===== config.mk =====
export PLATFORM = sky130hd
export DESIGN_NAME = can_rx_filter_and_bit_timing
export DESIGN_NICKNAME = d
export VERILOG_FILES = /design/src/design/can_rx_filter_pkg.sv /design/src/design/can_rx_filter_and_bit_timing.sv
export SDC_FILE = /design/constraint.sdc
export NUM_CORES = 1
export LEC_CHECK = 0
export BUFFER_PORTS_ARGS = -buffer_cell sky130_fd_sc_hd__buf_2
export CORE_UTILIZATION = 65
export CTS_CLUSTER_DIAMETER = 120
export DETAILED_ROUTE_END_ITERATION = 7
export GPL_TIMING_DRIVEN = 0
export PLACE_DENSITY_LB_ADDON = 0.1
export SYNTH_ARGS = -nofsm -noshare
export SYNTH_HDL_FRONTEND = slang
export SYNTH_SLANG_ARGS = --single-unit

===== constraint.sdc =====
create_clock -name pclk -period 11.21 [get_ports pclk]
set_input_delay 3.363 -clock pclk [delete_from_list [all_inputs] [get_ports pclk]]
set_output_delay 3.363 -clock pclk [all_outputs]
set_load 0.005 [all_outputs]

===== src/design/can_rx_filter_pkg.sv =====
package can_rx_filter_pkg;

  // ---------------------------------------------------------------
  // register indices (byte address = 4 x index)
  // ---------------------------------------------------------------
  localparam logic [6:0] IDX_MODE = 7'h00;
  localparam logic [6:0] IDX_COMMAND = 7'h01;
  localparam logic [6:0] IDX_STATUS = 7'h02;
  localparam logic [6:0] IDX_TIMING_PRESCALE_JUMP = 7'h06;
  localparam logic [6:0] IDX_TIMING_SEGMENTS = 7'h07;
  localparam logic [6:0] IDX_OUTPUT_DRIVER = 7'h08;
  localparam logic [6:0] IDX_CODE_FIRST = 7'h10;
  localparam logic [6:0] IDX_CODE_LAST = 7'h13;
  localparam logic [6:0] IDX_MASK_FIRST = 7'h14;
  localparam logic [6:0] IDX_MASK_LAST = 7'h17;
  localparam logic [6:0] IDX_MSG_COUNT = 7'h1d;
  localparam logic [6:0] IDX_WINDOW_PTR = 7'h1e;
  localparam logic [6:0] IDX_RAM_FIRST = 7'h20;
  localparam logic [6:0] IDX_RAM_LAST = 7'h5f;

  // ---------------------------------------------------------------
  // field positions and reset values
  // ---------------------------------------------------------------
  localparam int MODE_RESET_BIT = 0;
  localparam int MODE_FILTER_BIT = 3;
  localparam int MODE_EXTENDED_BIT = 7;
  localparam logic [7:0] MODE_RESET_VALUE = 8'h01;
  localparam int CMD_RELEASE_BIT = 2;
  localparam int CMD_CLEAR_OVERRUN_BIT = 3;
  localparam int JUMP_LSB = 6;
  localparam int SEG1_MSB = 3;
  localparam int SEG2_LSB = 4;
  localparam int SEG2_MSB = 6;
  localparam int SAMPLE_COUNT_BIT = 7;
  localparam logic [7:0] TIMING_RESET_VALUE = 8'h00;
  localparam logic [7:0] FILTER_RESET_VALUE = 8'h00;
  localparam logic [5:0] WINDOW_PTR_RESET = 6'h00;
  localparam logic [7:0] LEGACY_READ_VALUE = 8'hFF;

  // ---------------------------------------------------------------
  // message layout in the receive queue
  // ---------------------------------------------------------------
  localparam int RAM_DEPTH = 64;
  localparam int HDR_BYTES = 5;
  localparam int FRAME_EXT_BIT = 7;
  localparam int FRAME_RTR_BIT = 6;
  localparam logic [5:0] SFF_HDR_LEN = 6'h03;
  localparam logic [5:0] EFF_HDR_LEN = 6'h05;
  localparam logic [3:0] MAX_DATA_BYTES = 4'h8;

  typedef enum logic [1:0] {
    SEG_SYNC = 2'b00,
    SEG_BEFORE = 2'b01,
    SEG_AFTER = 2'b11
  } bit_segment_t;

endpackage : can_rx_filter_pkg


===== src/design/can_rx_filter_and_bit_timing.sv =====
// The APB register port is this design's own decision.
module can_rx_filter_and_bit_timing
  import can_rx_filter_pkg::*;
(
  // clock and reset
  input wire logic pclk,
  input wire logic presetn,
  // apb slave
  input wire logic psel,
  input wire logic penable,
  input wire logic pwrite,
  input wire logic [11:0] paddr,
  input wire logic [31:0] pwdata,
  output logic [31:0] prdata,
  output logic pready,
  output logic pslverr,
  // received message byte stream
  input wire logic rx_byte_valid,
  input wire logic [7:0] rx_byte,
  input wire logic rx_byte_last,
  output logic rx_accept,
  // bus level and bit timing
  input wire logic rx_bus,
  output logic tq_tick,
  output logic bit_start,
  output logic sample_point,
  output logic sampled_bit,
  // output driver setup
  output logic [7:0] driver_config
);

  // ---------------------------------------------------------------
  // state
  // ---------------------------------------------------------------
  logic [7:0] mode_reg;
  logic [7:0] bus_timing_prescale_jump;
  logic [7:0] bus_timing_segments;
  logic [7:0] output_driver_control;
  logic [7:0] acceptance_code_byte [4];
  logic [7:0] acceptance_mask_byte [4];
  logic [7:0] receive_message_queue [RAM_DEPTH];
  logic [7:0] hdr [HDR_BYTES];
  logic [7:0] cur [HDR_BYTES];
  logic [4:0] rx_message_count;
  logic [5:0] rx_window_start_pointer;
  logic [5:0] wr_ptr;
  logic [5:0] ptr_pending_val;
  logic ptr_pending;
  logic half_phase;
  logic overrun;
  logic [3:0] rx_idx;
  logic rx_drop;
  logic [7:0] read_byte;

  function automatic logic bpass(input logic [7:0] r, input logic [7:0] c,
                                 input logic [7:0] m);
    return &(m | ~(r ^ c));
  endfunction : bpass

  function automatic logic [3:0] data_count(input logic [7:0] info);
    if (info[FRAME_RTR_BIT]) begin
      return 4'h0;
    end
    return (info[3:0] > MAX_DATA_BYTES) ? MAX_DATA_BYTES : info[3:0];
  endfunction : data_count

  function automatic logic [5:0] msg_len(input logic [7:0] info);
    return (info[FRAME_EXT_BIT] ? EFF_HDR_LEN : SFF_HDR_LEN) + {2'b00, data_count(info)};
  endfunction : msg_len

  // ---------------------------------------------------------------
  // apb decode
  // ---------------------------------------------------------------
  wire [6:0] idx = paddr[8:2];
  wire word_ok = (paddr[1:0] == 2'b00) && (paddr[11:9] == 3'b000);
  wire is_code = (idx >= IDX_CODE_FIRST) && (idx <= IDX_CODE_LAST);
  wire is_mask = (idx >= IDX_MASK_FIRST) && (idx <= IDX_MASK_LAST);
  wire is_ram = (idx >= IDX_RAM_FIRST) && (idx <= IDX_RAM_LAST);
  wire [5:0] ram_addr = 6'(idx - IDX_RAM_FIRST);
  wire is_reg = (idx == IDX_MODE) || (idx == IDX_COMMAND) || (idx == IDX_STATUS)
             || (idx == IDX_TIMING_PRESCALE_JUMP) || (idx == IDX_TIMING_SEGMENTS)
             || (idx == IDX_OUTPUT_DRIVER) || (idx == IDX_MSG_COUNT)
             || (idx == IDX_WINDOW_PTR);
  wire mapped = word_ok && (is_reg || is_code || is_mask || is_ram);
  wire wr_acc = psel && penable && pwrite && mapped;
  wire rd_setup = psel && !penable && !pwrite;
  wire in_reset_mode = mode_reg[MODE_RESET_BIT];
  wire cfg_wr = wr_acc && in_reset_mode;
  wire legacy_hide = !in_reset_mode && !mode_reg[MODE_EXTENDED_BIT];
  wire enter_reset = wr_acc && (idx == IDX_MODE) && pwdata[MODE_RESET_BIT] && !in_reset_mode;
  wire cmd_wr = wr_acc && (idx == IDX_COMMAND);
  wire release_cmd = cmd_wr && pwdata[CMD_RELEASE_BIT] && !in_reset_mode
                  && (rx_message_count != 5'h00);
  wire ram_wr = cfg_wr && is_ram;

  assign pready = 1'b1;
  assign pslverr = psel && penable && !mapped;
  assign driver_config = output_driver_control;

  always_comb begin
    read_byte = 8'h00;
    case (idx)
      IDX_MODE: read_byte = mode_reg;
      IDX_STATUS: read_byte = {6'h00, overrun, rx_message_count != 5'h00};
      IDX_TIMING_PRESCALE_JUMP:
        read_byte = legacy_hide ? LEGACY_READ_VALUE : bus_timing_prescale_jump;
      IDX_TIMING_SEGMENTS:
        read_byte = legacy_hide ? LEGACY_READ_VALUE : bus_timing_segments;
      IDX_OUTPUT_DRIVER:
        read_byte = legacy_hide ? LEGACY_READ_VALUE : output_driver_control;
      IDX_MSG_COUNT: read_byte = {3'b000, rx_message_count};
      IDX_WINDOW_PTR: read_byte = {2'b00, rx_window_start_pointer};
      default: begin
        if (is_code) begin
          read_byte = acceptance_code_byte[idx[1:0]];
        end else if (is_mask) begin
          read_byte = acceptance_mask_byte[idx[1:0]];
        end else if (is_ram) begin
          read_byte = receive_message_queue[ram_addr];
        end
      end
    endcase
  end

  always_ff @(posedge pclk or negedge presetn) begin
    if (!presetn) begin
      prdata <= 32'h0000_0000;
    end else if (rd_setup) begin
      prdata <= {24'h00_0000, mapped ? read_byte : 8'h00};
    end
  end

  // ---------------------------------------------------------------
  // configuration registers
  // ---------------------------------------------------------------
  always_ff @(posedge pclk or negedge presetn) begin
    if (!presetn) begin
      mode_reg <= MODE_RESET_VALUE;
      bus_timing_prescale_jump <= TIMING_RESET_VALUE;
      bus_timing_segments <= TIMING_RESET_VALUE;
      output_driver_control <= TIMING_RESET_VALUE;
    end else begin
      if (wr_acc && idx == IDX_MODE) begin
        mode_reg <= pwdata[7:0];
      end
      if (cfg_wr && idx == IDX_TIMING_PRESCALE_JUMP) begin
        bus_timing_prescale_jump <= pwdata[7:0];
      end
      if (cfg_wr && idx == IDX_TIMING_SEGMENTS) begin
        bus_timing_segments <= pwdata[7:0];
      end
      if (cfg_wr && idx == IDX_OUTPUT_DRIVER) begin
        output_driver_control <= pwdata[7:0];
      end
    end
  end

  // filters only change while reception is stopped
  always_ff @(posedge pclk or negedge presetn) begin
    if (!presetn) begin
      for (int k = 0; k < 4; k++) begin
        acceptance_code_byte[k] <= FILTER_RESET_VALUE;
        acceptance_mask_byte[k] <= FILTER_RESET_VALUE;
      end
    end else if (cfg_wr && is_code) begin
      acceptance_code_byte[idx[1:0]] <= pwdata[7:0];
    end else if (cfg_wr && is_mask) begin
      acceptance_mask_byte[idx[1:0]] <= pwdata[7:0];
    end
  end

  // ---------------------------------------------------------------
  // acceptance filter
  // ---------------------------------------------------------------
  wire rx_live = rx_byte_valid && !in_reset_mode;

  always_comb begin
    for (int k = 0; k < HDR_BYTES; k++) begin
      cur[k] = (rx_live && rx_idx == 4'(k)) ? rx_byte : hdr[k];
    end
  end

  wire [3:0] dcnt = data_count(cur[0]);
  wire frame_ext = cur[0][FRAME_EXT_BIT];
  wire id_hi_c0 = bpass(cur[1], acceptance_code_byte[0], acceptance_mask_byte[0]);
  wire id_hi_c2 = bpass(cur[1], acceptance_code_byte[2], acceptance_mask_byte[2]);
  wire id_lo_c1 = bpass({cur[2][7:4], 4'h0}, {acceptance_code_byte[1][7:4], 4'h0},
                        {acceptance_mask_byte[1][7:4], 4'hF});
  wire id_lo_c3 = bpass({cur[2][7:4], 4'h0}, {acceptance_code_byte[3][7:4], 4'h0},
                        {acceptance_mask_byte[3][7:4], 4'hF});
  wire single_sff = id_hi_c0 && id_lo_c1
      && (dcnt == 4'h0 || bpass(cur[3], acceptance_code_byte[2], acceptance_mask_byte[2]))
      && (dcnt < 4'h2 || bpass(cur[4], acceptance_code_byte[3], acceptance_mask_byte[3]));
  wire single_eff = id_hi_c0
      && bpass(cur[2], acceptance_code_byte[1], acceptance_mask_byte[1])
      && bpass(cur[3], acceptance_code_byte[2], acceptance_mask_byte[2])
      && bpass(cur[4], acceptance_code_byte[3], acceptance_mask_byte[3] | 8'h03);
  // data byte split across the low nibbles of bytes one and three
  wire data_f1 = bpass(cur[3], {acceptance_code_byte[1][3:0], acceptance_code_byte[3][3:0]},
                       {acceptance_mask_byte[1][3:0], acceptance_mask_byte[3][3:0]});
  wire dual_f1 = frame_ext
      ? id_hi_c0 && bpass(cur[2], acceptance_code_byte[1], acceptance_mask_byte[1])
      : id_hi_c0 && id_lo_c1 && (dcnt == 4'h0 || data_f1);
  wire dual_f2 = frame_ext
      ? id_hi_c2 && bpass(cur[2], acceptance_code_byte[3], acceptance_mask_byte[3])
      : id_hi_c2 && id_lo_c3;
  wire filter_pass = mode_reg[MODE_FILTER_BIT]
      ? (frame_ext ? single_eff : single_sff)
      : (dual_f1 || dual_f2);

  // ---------------------------------------------------------------
  // receive queue
  // ---------------------------------------------------------------
  wire [5:0] rx_waddr = wr_ptr + 6'(rx_idx);
  wire queue_full = (rx_message_count != 5'h00) && (rx_waddr == rx_window_start_pointer);
  wire store = rx_live && !rx_drop && !queue_full && (rx_idx < MAX_DATA_BYTES + 4'h5);
  wire msg_done = rx_live && rx_byte_last;
  wire accept_commit = msg_done && filter_pass && !rx_drop && !queue_full;
  wire overrun_set = msg_done && filter_pass && (rx_drop || queue_full);
  wire [5:0] window_len = msg_len(receive_message_queue[rx_window_start_pointer]);

  // only 64 bytes; a message that meets the window is dropped whole
  always_ff @(posedge pclk) begin
    if (ram_wr) begin
      receive_message_queue[ram_addr] <= pwdata[7:0];
    end else if (store) begin
      receive_message_queue[rx_waddr] <= rx_byte;
    end
  end

  always_ff @(posedge pclk or negedge presetn) begin
    if (!presetn) begin
      for (int k = 0; k < HDR_BYTES; k++) begin
        hdr[k] <= 8'h00;
      end
    end else if (rx_live && rx_idx < 4'(HDR_BYTES)) begin
      hdr[rx_idx[2:0]] <= rx_byte;
    end
  end

  always_ff @(posedge pclk or negedge presetn) begin
    if (!presetn) begin
      rx_idx <= 4'h0;
      rx_drop <= 1'b0;
      rx_accept <= 1'b0;
    end else begin
      rx_accept <= accept_commit;
      if (in_reset_mode || msg_done) begin
        rx_idx <= 4'h0;
        rx_drop <= 1'b0;
      end else if (rx_live) begin
        rx_idx <= (rx_idx == 4'hF) ? rx_idx : rx_idx + 4'h1;
        rx_drop <= rx_drop || queue_full;
      end
    end
  end

  always_ff @(posedge pclk or negedge presetn) begin
    if (!presetn) begin
      rx_message_count <= 5'h00;
    end else if (enter_reset || in_reset_mode) begin
      rx_message_count <= 5'h00;
    end else begin
      rx_message_count <= rx_message_count + 5'(accept_commit) - 5'(release_cmd);
    end
  end

  // set wins over the clear in the same cycle
  always_ff @(posedge pclk or negedge presetn) begin
    if (!presetn) begin
      overrun <= 1'b0;
    end else if (overrun_set) begin
      overrun <= 1'b1;
    end else if (cmd_wr && pwdata[CMD_CLEAR_OVERRUN_BIT]) begin
      overrun <= 1'b0;
    end
  end

  // ---------------------------------------------------------------
  // window pointer and write pointer
  // ---------------------------------------------------------------
  always_ff @(posedge pclk or negedge presetn) begin
    if (!presetn) begin
      half_phase <= 1'b0;
      ptr_pending <= 1'b0;
      ptr_pending_val <= WINDOW_PTR_RESET;
    end else begin
      half_phase <= !half_phase;
      if (cfg_wr && idx == IDX_WINDOW_PTR) begin
        ptr_pending <= 1'b1;
        ptr_pending_val <= pwdata[5:0];
      end else if (half_phase) begin
        ptr_pending <= 1'b0;
      end
    end
  end

  always_ff @(posedge pclk or negedge presetn) begin
    if (!presetn) begin
      rx_window_start_pointer <= WINDOW_PTR_RESET;
    end else if (release_cmd) begin
      rx_window_start_pointer <= rx_window_start_pointer + window_len;
    end else if (ptr_pending && half_phase) begin
      rx_window_start_pointer <= ptr_pending_val;
    end
  end

  // queue empties on reset entry: next message lands on the window
  always_ff @(posedge pclk or negedge presetn) begin
    if (!presetn) begin
      wr_ptr <= WINDOW_PTR_RESET;
    end else if (enter_reset || in_reset_mode) begin
      wr_ptr <= rx_window_start_pointer;
    end else if (accept_commit) begin
      wr_ptr <= wr_ptr + msg_len(cur[0]);
    end
  end

  // ---------------------------------------------------------------
  // bit timing
  // ---------------------------------------------------------------
  bit_segment_t seg;
  logic [6:0] presc_cnt;
  logic [4:0] seg_cnt;
  logic [2:0] lengthen;
  logic [2:0] shorten;
  logic synced;
  logic rx_prev;
  logic edge_seen;
  logic [1:0] samples;

  wire [6:0] presc_limit = {bus_timing_prescale_jump[5:0], 1'b1};
  wire quantum = !in_reset_mode && (presc_cnt == presc_limit);
  wire [2:0] jump = {1'b0, bus_timing_prescale_jump[7:JUMP_LSB]} + 3'h1;
  wire [4:0] seg1_len = {1'b0, bus_timing_segments[SEG1_MSB:0]} + 5'h01;
  wire [4:0] seg2_len = {2'b00, bus_timing_segments[SEG2_MSB:SEG2_LSB]} + 5'h01;
  wire [4:0] seg1_end = seg1_len + {2'b00, lengthen};
  wire [4:0] seg2_end = seg2_len - {2'b00, shorten};
  wire [4:0] seg2_left = seg2_len - seg_cnt;
  wire resync = edge_seen && !synced;
  wire [2:0] late = (seg_cnt < {2'b00, jump}) ? seg_cnt[2:0] : jump;
  wire majority = (samples[0] & samples[1]) | (samples[0] & rx_bus) | (samples[1] & rx_bus);

  always_ff @(posedge pclk or negedge presetn) begin
    if (!presetn) begin
      presc_cnt <= 7'h00;
      tq_tick <= 1'b0;
      rx_prev <= 1'b1;
      edge_seen <= 1'b0;
    end else begin
      presc_cnt <= (in_reset_mode || quantum) ? 7'h00 : presc_cnt + 7'h01;
      tq_tick <= quantum;
      rx_prev <= rx_bus;
      edge_seen <= quantum ? 1'b0 : (edge_seen || (rx_prev && !rx_bus));
    end
  end

  always_ff @(posedge pclk or negedge presetn) begin
    if (!presetn) begin
      seg <= SEG_SYNC;
      seg_cnt <= 5'h00;
      lengthen <= 3'h0;
      shorten <= 3'h0;
      synced <= 1'b0;
      bit_start <= 1'b0;
      sample_point <= 1'b0;
      sampled_bit <= 1'b1;
      samples <= 2'b11;
    end else begin
      bit_start <= 1'b0;
      sample_point <= 1'b0;
      if (in_reset_mode) begin
        seg <= SEG_SYNC;
        seg_cnt <= 5'h00;
      end else if (quantum) begin
        case (seg)
          SEG_SYNC: begin
            seg <= SEG_BEFORE;
            seg_cnt <= 5'h01;
            lengthen <= 3'h0;
            shorten <= 3'h0;
            synced <= 1'b0;
            bit_start <= 1'b1;
          end
          SEG_BEFORE: begin
            samples <= {samples[0], rx_bus};
            if (resync) begin
              lengthen <= late;
              synced <= 1'b1;
            end
            if (seg_cnt >= seg1_end) begin
              seg <= SEG_AFTER;
              seg_cnt <= 5'h01;
              sample_point <= 1'b1;
              sampled_bit <= bus_timing_segments[SAMPLE_COUNT_BIT] ? majority : rx_bus;
            end else begin
              seg_cnt <= seg_cnt + 5'h01;
            end
          end
          SEG_AFTER: begin
            if (resync && seg2_left <= {2'b00, jump}) begin
              seg <= SEG_BEFORE;
              seg_cnt <= 5'h01;
              lengthen <= 3'h0;
              shorten <= 3'h0;
              synced <= 1'b0;
              bit_start <= 1'b1;
            end else if (resync) begin
              shorten <= jump;
              synced <= 1'b1;
              seg_cnt <= seg_cnt + 5'h01;
            end else if (seg_cnt >= seg2_end) begin
              seg <= SEG_SYNC;
              seg_cnt <= 5'h00;
            end else begin
              seg_cnt <= seg_cnt + 5'h01;
            end
          end
          default: seg <= SEG_SYNC;
        endcase
      end
    end
  end

  logic [6:0] tq_gap;
  always_ff @(posedge pclk or negedge presetn) begin
    if (!presetn) begin
      tq_gap <= 7'h00;
    end else begin
      tq_gap <= (quantum || in_reset_mode) ? 7'h00 : tq_gap + 7'h01;
    end
  end
endmodule : can_rx_filter_and_bit_timing


### Word-level counts from Yosys, hierarchy flattened

Memories as Yosys holds them, arrays and structs flattened.
Index checks and enable logic that the tools add are counted.
Widths: inputs -> output; s select.

| cells by class | value |
|---|---|
| reduce and logical (&&, ||, !) cells | 125 |
| bitwise operators | 37 |
| multiplexer cells | 102 |
| multipliers | 0 |
| shifts and indexed selects | 0 |
| divide/modulo/power cells | 0 |
| order comparisons | 19 |
| equality and inequality tests | 23 |
| $add $sub $neg | 17 |

Operator list:

| cell | number |
|---|---|
| $mux 8 | 19 |
| $or 8x8->8 | 10 |
| $reduce_and 8->1 | 10 |
| $not 8->8 | 9 |
| $xor 8x8->8 | 9 |
| $bwmux 32 | 2 |
| $logic_and 1x1->1 | 60 |
| $pmux 8 s7 | 1 |
| $mux 4 | 12 |
| $bwmux 40 | 1 |
| $mux 5 | 7 |
| $bmux 8 s2 | 2 |
| $mux 1 | 31 |
| $mux 6 | 5 |
| $demux 8 s3 | 1 |
| $mux 3 | 7 |
| $logic_or 1x1->1 | 19 |
| $demux 8 s2 | 1 |
| $pmux 5 s3 | 1 |
| $eq 7x3->1 const B | 2 |
| $eq 7x5->1 const B | 2 |
| $ge 7x5->1 const B | 2 |
| $le 7x5->1 const B | 2 |
| $reduce_bool 2->1 | 7 |
| 67 further kinds | 101 |

| word-level totals | value |
|---|---|
| memories kept | 1 |
| RAM bits | 512 |
| ROM bits | 0 |
| flip-flop bits (word level) | 205 |
| logic and storage cells | 365 |
| latch bits | 0 |
| output and inout port bits | 47 |
| bits of input ports | 60 |

Memories:

| name | depth | bits a word | read ports | clocked after memory_dff | write ports | line | RTL |
|---|---|---|---|---|---|---|---|
| receive_message_queue | 64 | 8 | 2 | 0 | 1 | can_rx_filter_and_bit_timing.sv:41 | `logic [7:0] receive_message_queue [RAM_DEPTH];` |

### Longest topological paths before layout

| logic depth | value |
|---|---|
| word-level depth | 25 |
| gate-level depth with buffers | 22 |
| gate-level depth less buffers | 21 |

### Least setup slack after synthesis

Ideal clock, no wire load.

| timing path | value |
|---|---|
| path kind | input -> output |
| from | input port paddr[6] |
| to | output port pslverr |
| data required time | 7.847 ns |
| path slack | 3.317 ns |
| buffers on the path | 1 |
| stages | 6 |
| arrival | 4.530 ns |
| path through | clkbuf_1 > inv_1 > a221o_1 > a221oi_1 > nor2_1 > nor2_1 |

| on the way | value |
|---|---|
| cells in the longest elaborated chain, start to end | 14 |
| elaborated cells between the ends (all ways) | 30 |
| those cells by class | order compare (6); eq/ne (7); reduce/logical (17) |

RTL lines:

| element | line | RTL |
|---|---|---|
| from (decl) | can_rx_filter_and_bit_timing.sv:12 | `input wire logic [11:0] paddr,` |
| $eq 7x1->1 / $logic_not 7->1 (equally long branches) | can_rx_filter_and_bit_timing.sv:80 | `wire is_reg = (idx == IDX_MODE) \|\| (idx == IDX_COMMAND) \|\| (idx == IDX_STATUS)` |
| $logic_or 1x1->1 (2 in series) | can_rx_filter_and_bit_timing.sv:80 |  |
| $logic_or 1x1->1 (2 in series) | can_rx_filter_and_bit_timing.sv:81 | `\|\| (idx == IDX_TIMING_PRESCALE_JUMP) \|\| (idx == IDX_TIMING_SEGMENTS)` |
| $logic_or 1x1->1 (2 in series) | can_rx_filter_and_bit_timing.sv:82 | `\|\| (idx == IDX_OUTPUT_DRIVER) \|\| (idx == IDX_MSG_COUNT)` |
| $logic_or 1x1->1 | can_rx_filter_and_bit_timing.sv:83 | `\|\| (idx == IDX_WINDOW_PTR);` |
| $logic_or 1x1->1 (2 in series) | can_rx_filter_and_bit_timing.sv:84 | `wire mapped = word_ok && (is_reg \|\| is_code \|\| is_mask \|\| is_ram);` |
| $logic_or 1x1->1 (*) | can_rx_filter_and_bit_timing.sv:84 |  |
| $logic_and 1x1->1 (*) | can_rx_filter_and_bit_timing.sv:84 |  |
| $logic_not 1->1 (*) | can_rx_filter_and_bit_timing.sv:97 | `assign pslverr = psel && penable && !mapped;` |
| $logic_and 1x1->1 (*) | can_rx_filter_and_bit_timing.sv:97 |  |
| to (decl) | can_rx_filter_and_bit_timing.sv:16 | `output logic pslverr,` |

Every way passes the cells marked *; elsewhere a longest branch is shown, timed or not.

### Final worst setup path

Same ends and word-level chain as after synthesis.

==> flow_metrics.env <==
export IMPL_status="complete, no violations"
export IMPL_largest_reg_flops=512
export IMPL_grt_pass1_wl_um=168000
export IMPL_max_freq_mhz=115
export IMPL_start_util_pct=65.9
export IMPL_skew_ps=28.3
export IMPL_vias_per_cell=7.34
export IMPL_core_area_um2=55300
export IMPL_grt_start_max_net_pins=117
export IMPL_switching_power_uw=1960
export IMPL_finalNonFillerCells=3351
export IMPL_reg_top3="receive_message_queue: 512 flops, hdr: 38 flops"
export IMPL_r2r_setup_slack_ps=3960
export IMPL_final_min_clock_period_ps=8660
export IMPL_ys_seq_area_share_pct=56.1
export IMPL_vias=24600
export IMPL_crit_path_end_kind="output pin"
export IMPL_synth_top_flop_cell="edfxtp_1"
export IMPL_synth_cells=2376
export IMPL_dpl_cell_area_um2=38000
export IMPL_cts_inserted_buffers=76
export IMPL_cts_tree="yes"
export IMPL_cts_setup_buffers=0
export IMPL_synthTopCellsByArea="edfxtp_1 42%, mux4_2 19%, dfrtp_1 14%"
export IMPL_grt_pass1_vias=24000
export IMPL_synth_top_area_share_pct=42.2
export IMPL_die_h_um=239
export IMPL_placementRows=86
export IMPL_seqPwrFrac_pct=45.9
export IMPL_antenna_left=0
export IMPL_peakVddDrop_mv=0.145
export IMPL_synth_edf_count=512
export IMPL_ys_ff_latch=715
export IMPL_finalSetupViolations=0
export IMPL_swShare_pct=28.2
export IMPL_dieArea_um2=57100
export IMPL_power_frac_comb_pct=17.4
export IMPL_min_path_cells=2
export IMPL_nNetsFinal=2667
export IMPL_ys_warn_count=0
export IMPL_slew_violations=0
export IMPL_synth_top_area_cell="edfxtp_1"
export IMPL_hpwl_um=78700
export IMPL_wire_per_inst_um=35.0
export IMPL_port_buffer_count=46
export IMPL_grt_total_usage_pct=42.5
export IMPL_drive_gt1_share_pct=27.1
export IMPL_largest_register="receive_message_queue"
export IMPL_wl_um=117000
export IMPL_first_pass_iters=6
export IMPL_p_clk_share_pct=36.7
export IMPL_drt_iter0_drc=3558
export IMPL_synth_area_um2=36500
export IMPL_ys_async_sr_fraction_pct=28.4
export IMPL_insertion_delay_ps=670
export IMPL_rsz0062_at_grt="no"
export IMPL_io_pins=107
export IMPL_cts_resized=0
export IMPL_design_area_um2=40600
export IMPL_drc=0
export IMPL_cp_data_arrival_time_ps=5300
export IMPL_worstSetupPathType="input port to output pin"
export IMPL_antenna_found_initial=4
export IMPL_power_total_uw=6970
export IMPL_gp_congestion=1.02
export IMPL_finalHoldViolCount=0
export IMPL_ctsHoldBuffers=0
export IMPL_cts_root_buf="clkbuf_16"
export IMPL_fin_crit_sh_pct=77.3
export IMPL_r2r_start="rx_window_start_pointer[1]"
export IMPL_clkTransAtPathRegs_ps=50
export IMPL_worst_pin_slew_ps=1480
export IMPL_min_to="prdata[3]"
export IMPL_fin_util_pct=73.4
export IMPL_worstPathRequired_ps=7850
export IMPL_worstRegToRegCells=16
export IMPL_hp_start="prdata[3]"
export IMPL_critPathLaunchType="input port"
export IMPL_setup_tns_final_ps=0
export IMPL_htree_levels=3
export IMPL_cp_max_fo=9
export IMPL_avgSynthCellArea_um2=15.3
export IMPL_power_density_nw_per_um2=172
export IMPL_syn_to_final_growth_pct=11.3
export IMPL_gr_total_overflow=0
export IMPL_p_int_uw=5010
export IMPL_die_w_um=239
export IMPL_hold_class="flop to flop"
export IMPL_max_cap_viol_count=0
export IMPL_cts_max_path_buffers=3
export IMPL_dp_cells=3202
export IMPL_clock_sinks=715
export IMPL_r2r_end="rx_window_start_pointer[5]"
export IMPL_p_leak_uw=0.0146
export IMPL_slew_headroom_pct=1.29
export IMPL_synthDistinctLibCells=87
[final cells by class]
class / instances / area [um^2]
multi-input cells: 1440 / 15100
well taps: 748 / 936
fillers: 3486 / 14700
repair buffers: 59 / 500
diodes: 6 / 15.0
flip-flops and latches: 715 / 20500
inverters: 76 / 285
plain buffers: 168 / 769
clock buffers: 97 / 2050
clock inverters: 42 / 477
[worst max path at each step]
stage,startpoint,end,cells past startpoint
floorplan,paddr[6],pslverr,6
global placement,rx_byte_valid,receive_message_queue[16][2],7
detailed placement,paddr[6],pslverr,7
CTS,paddr[6],pslverr,7
global route,paddr[6],pslverr,7
finish,paddr[6],pslverr,7
[critical path, cell delays in order]
cell and delay (ps):
clkbuf_1 400, inv_1 160, a221o_1 340, a221oi_1 630
nor2_1 160, nor2_1 130, buf_2 120
[placed cells by master (no fill, tap or decap), types with 15 or more instances in the layout]
| cell type | Yosys | routed |
|---|---|---|
| a21o_1 | 20 | 20 |
| a21oi_1 | 50 | 50 |
| a31oi_1 | 18 | 18 |
| buf_1 | 30 | 26 |
| buf_2 | 17 | 63 |
| buf_4 | 26 | 26 |
| clkbuf_1 | 93 | 108 |
| clkbuf_16 | 0 | 77 |
| conb_1 | 2 | 25 |
| dfrtp_1 | 198 | 198 |
| edfxtp_1 | 512 | 512 |
| ha_1 | 60 | 60 |
| inv_1 | 74 | 74 |
| mux2_2 | 139 | 139 |
| mux2i_1 | 35 | 35 |
| mux4_2 | 310 | 310 |
| nand2_1 | 120 | 115 |
| nand2b_1 | 20 | 20 |
| nand3_1 | 27 | 27 |
| nor2_1 | 169 | 169 |
| nor2b_1 | 23 | 23 |
| nor3_1 | 26 | 25 |
| nor4_1 | 15 | 15 |
| o211ai_1 | 19 | 19 |
| o21ai_0 | 73 | 70 |
| o22ai_1 | 19 | 19 |
| xnor2_1 | 64 | 64 |
| xor2_1 | 27 | 27 |
[cells by family (layout without fill, tap and decap cells)]
logic type | count (synthesis) | count (layout) | share of synthesized area, %
muxes | 484 | 484 | 24.4
DFF | 715 | 715 | 56.1
and+or+nand+nor | 485 | 485 | 6.46
AOI/OAI and AO/OA | 281 | 281 | 5.10
adders and majority gates | 71 | 71 | 2.66
xor gates and xnor gates | 94 | 94 | 2.37
buffers and inverters | 244 | 442 | 2.88
other | 2 | 31 | 0.0206
[per-layer routing]
metal	part of all wire, %	up-vias	track usage (%)
met4	8.2	2	27.9
met3	12	528	13.1
met2	45	2071	64.2
li1	-	9674	-
met1	34	12300	53.4
met5	0.067	-	1.04
[power by group through the flow]
stage | clock [uW] | sequential, uW | combinational (uW)
after detailed placement | 0 | 3250 | 1170
after floorplan | 0 | 3230 | 775
final | 2560 | 3200 | 1210
after CTS | 2550 | 3200 | 1180
after global routing | 2660 | 3210 | 1300
after global placement | 0 | 3280 | 1080
[cells in the mapped netlist (4+ instances only)]
library cell  instances
a2111oi_0             8
a211oi_1              4
a21o_1               20
a21oi_1              50
a221oi_1              4
a22oi_1              10
a31oi_1              18
a41oi_1               4
and2_1                5
and3_1                5
buf_1                30
buf_2                17
buf_4                26
clkbuf_1             93
dfrtp_1             198
dfstp_2               5
edfxtp_1            512
fa_1                 11
ha_1                 60
inv_1                74
mux2_2              139
mux2i_1              35
mux4_2              310
nand2_1             120
nand2b_1             20
nand3_1              27
nand4_1              14
nand4b_1              7
nor2_1              169
nor2b_1              23
nor3_1               26
nor3b_1              12
nor4_1               15
o211ai_1             19
o21a_1                4
o21ai_0              73
o221ai_1              4
o22ai_1              19
o31ai_1               6
or2_2                 5
or3_1                14
xnor2_1              64
xor2_1               27
[stage by stage]
| stage | setup slack (ps) | hold WS [ps] |
|---|---|---|
| 5_1_grt | 2440 | 499 |
| 2_1_floorplan | 3320 | 444 |
| 4_1_cts | 2650 | 478 |
| 6_report | 2550 | 474 |
| 3_3_place_gp | 281 | 461 |
| 3_5_place_dp | 2660 | 466 |
(Power assumes the default switching activity.)
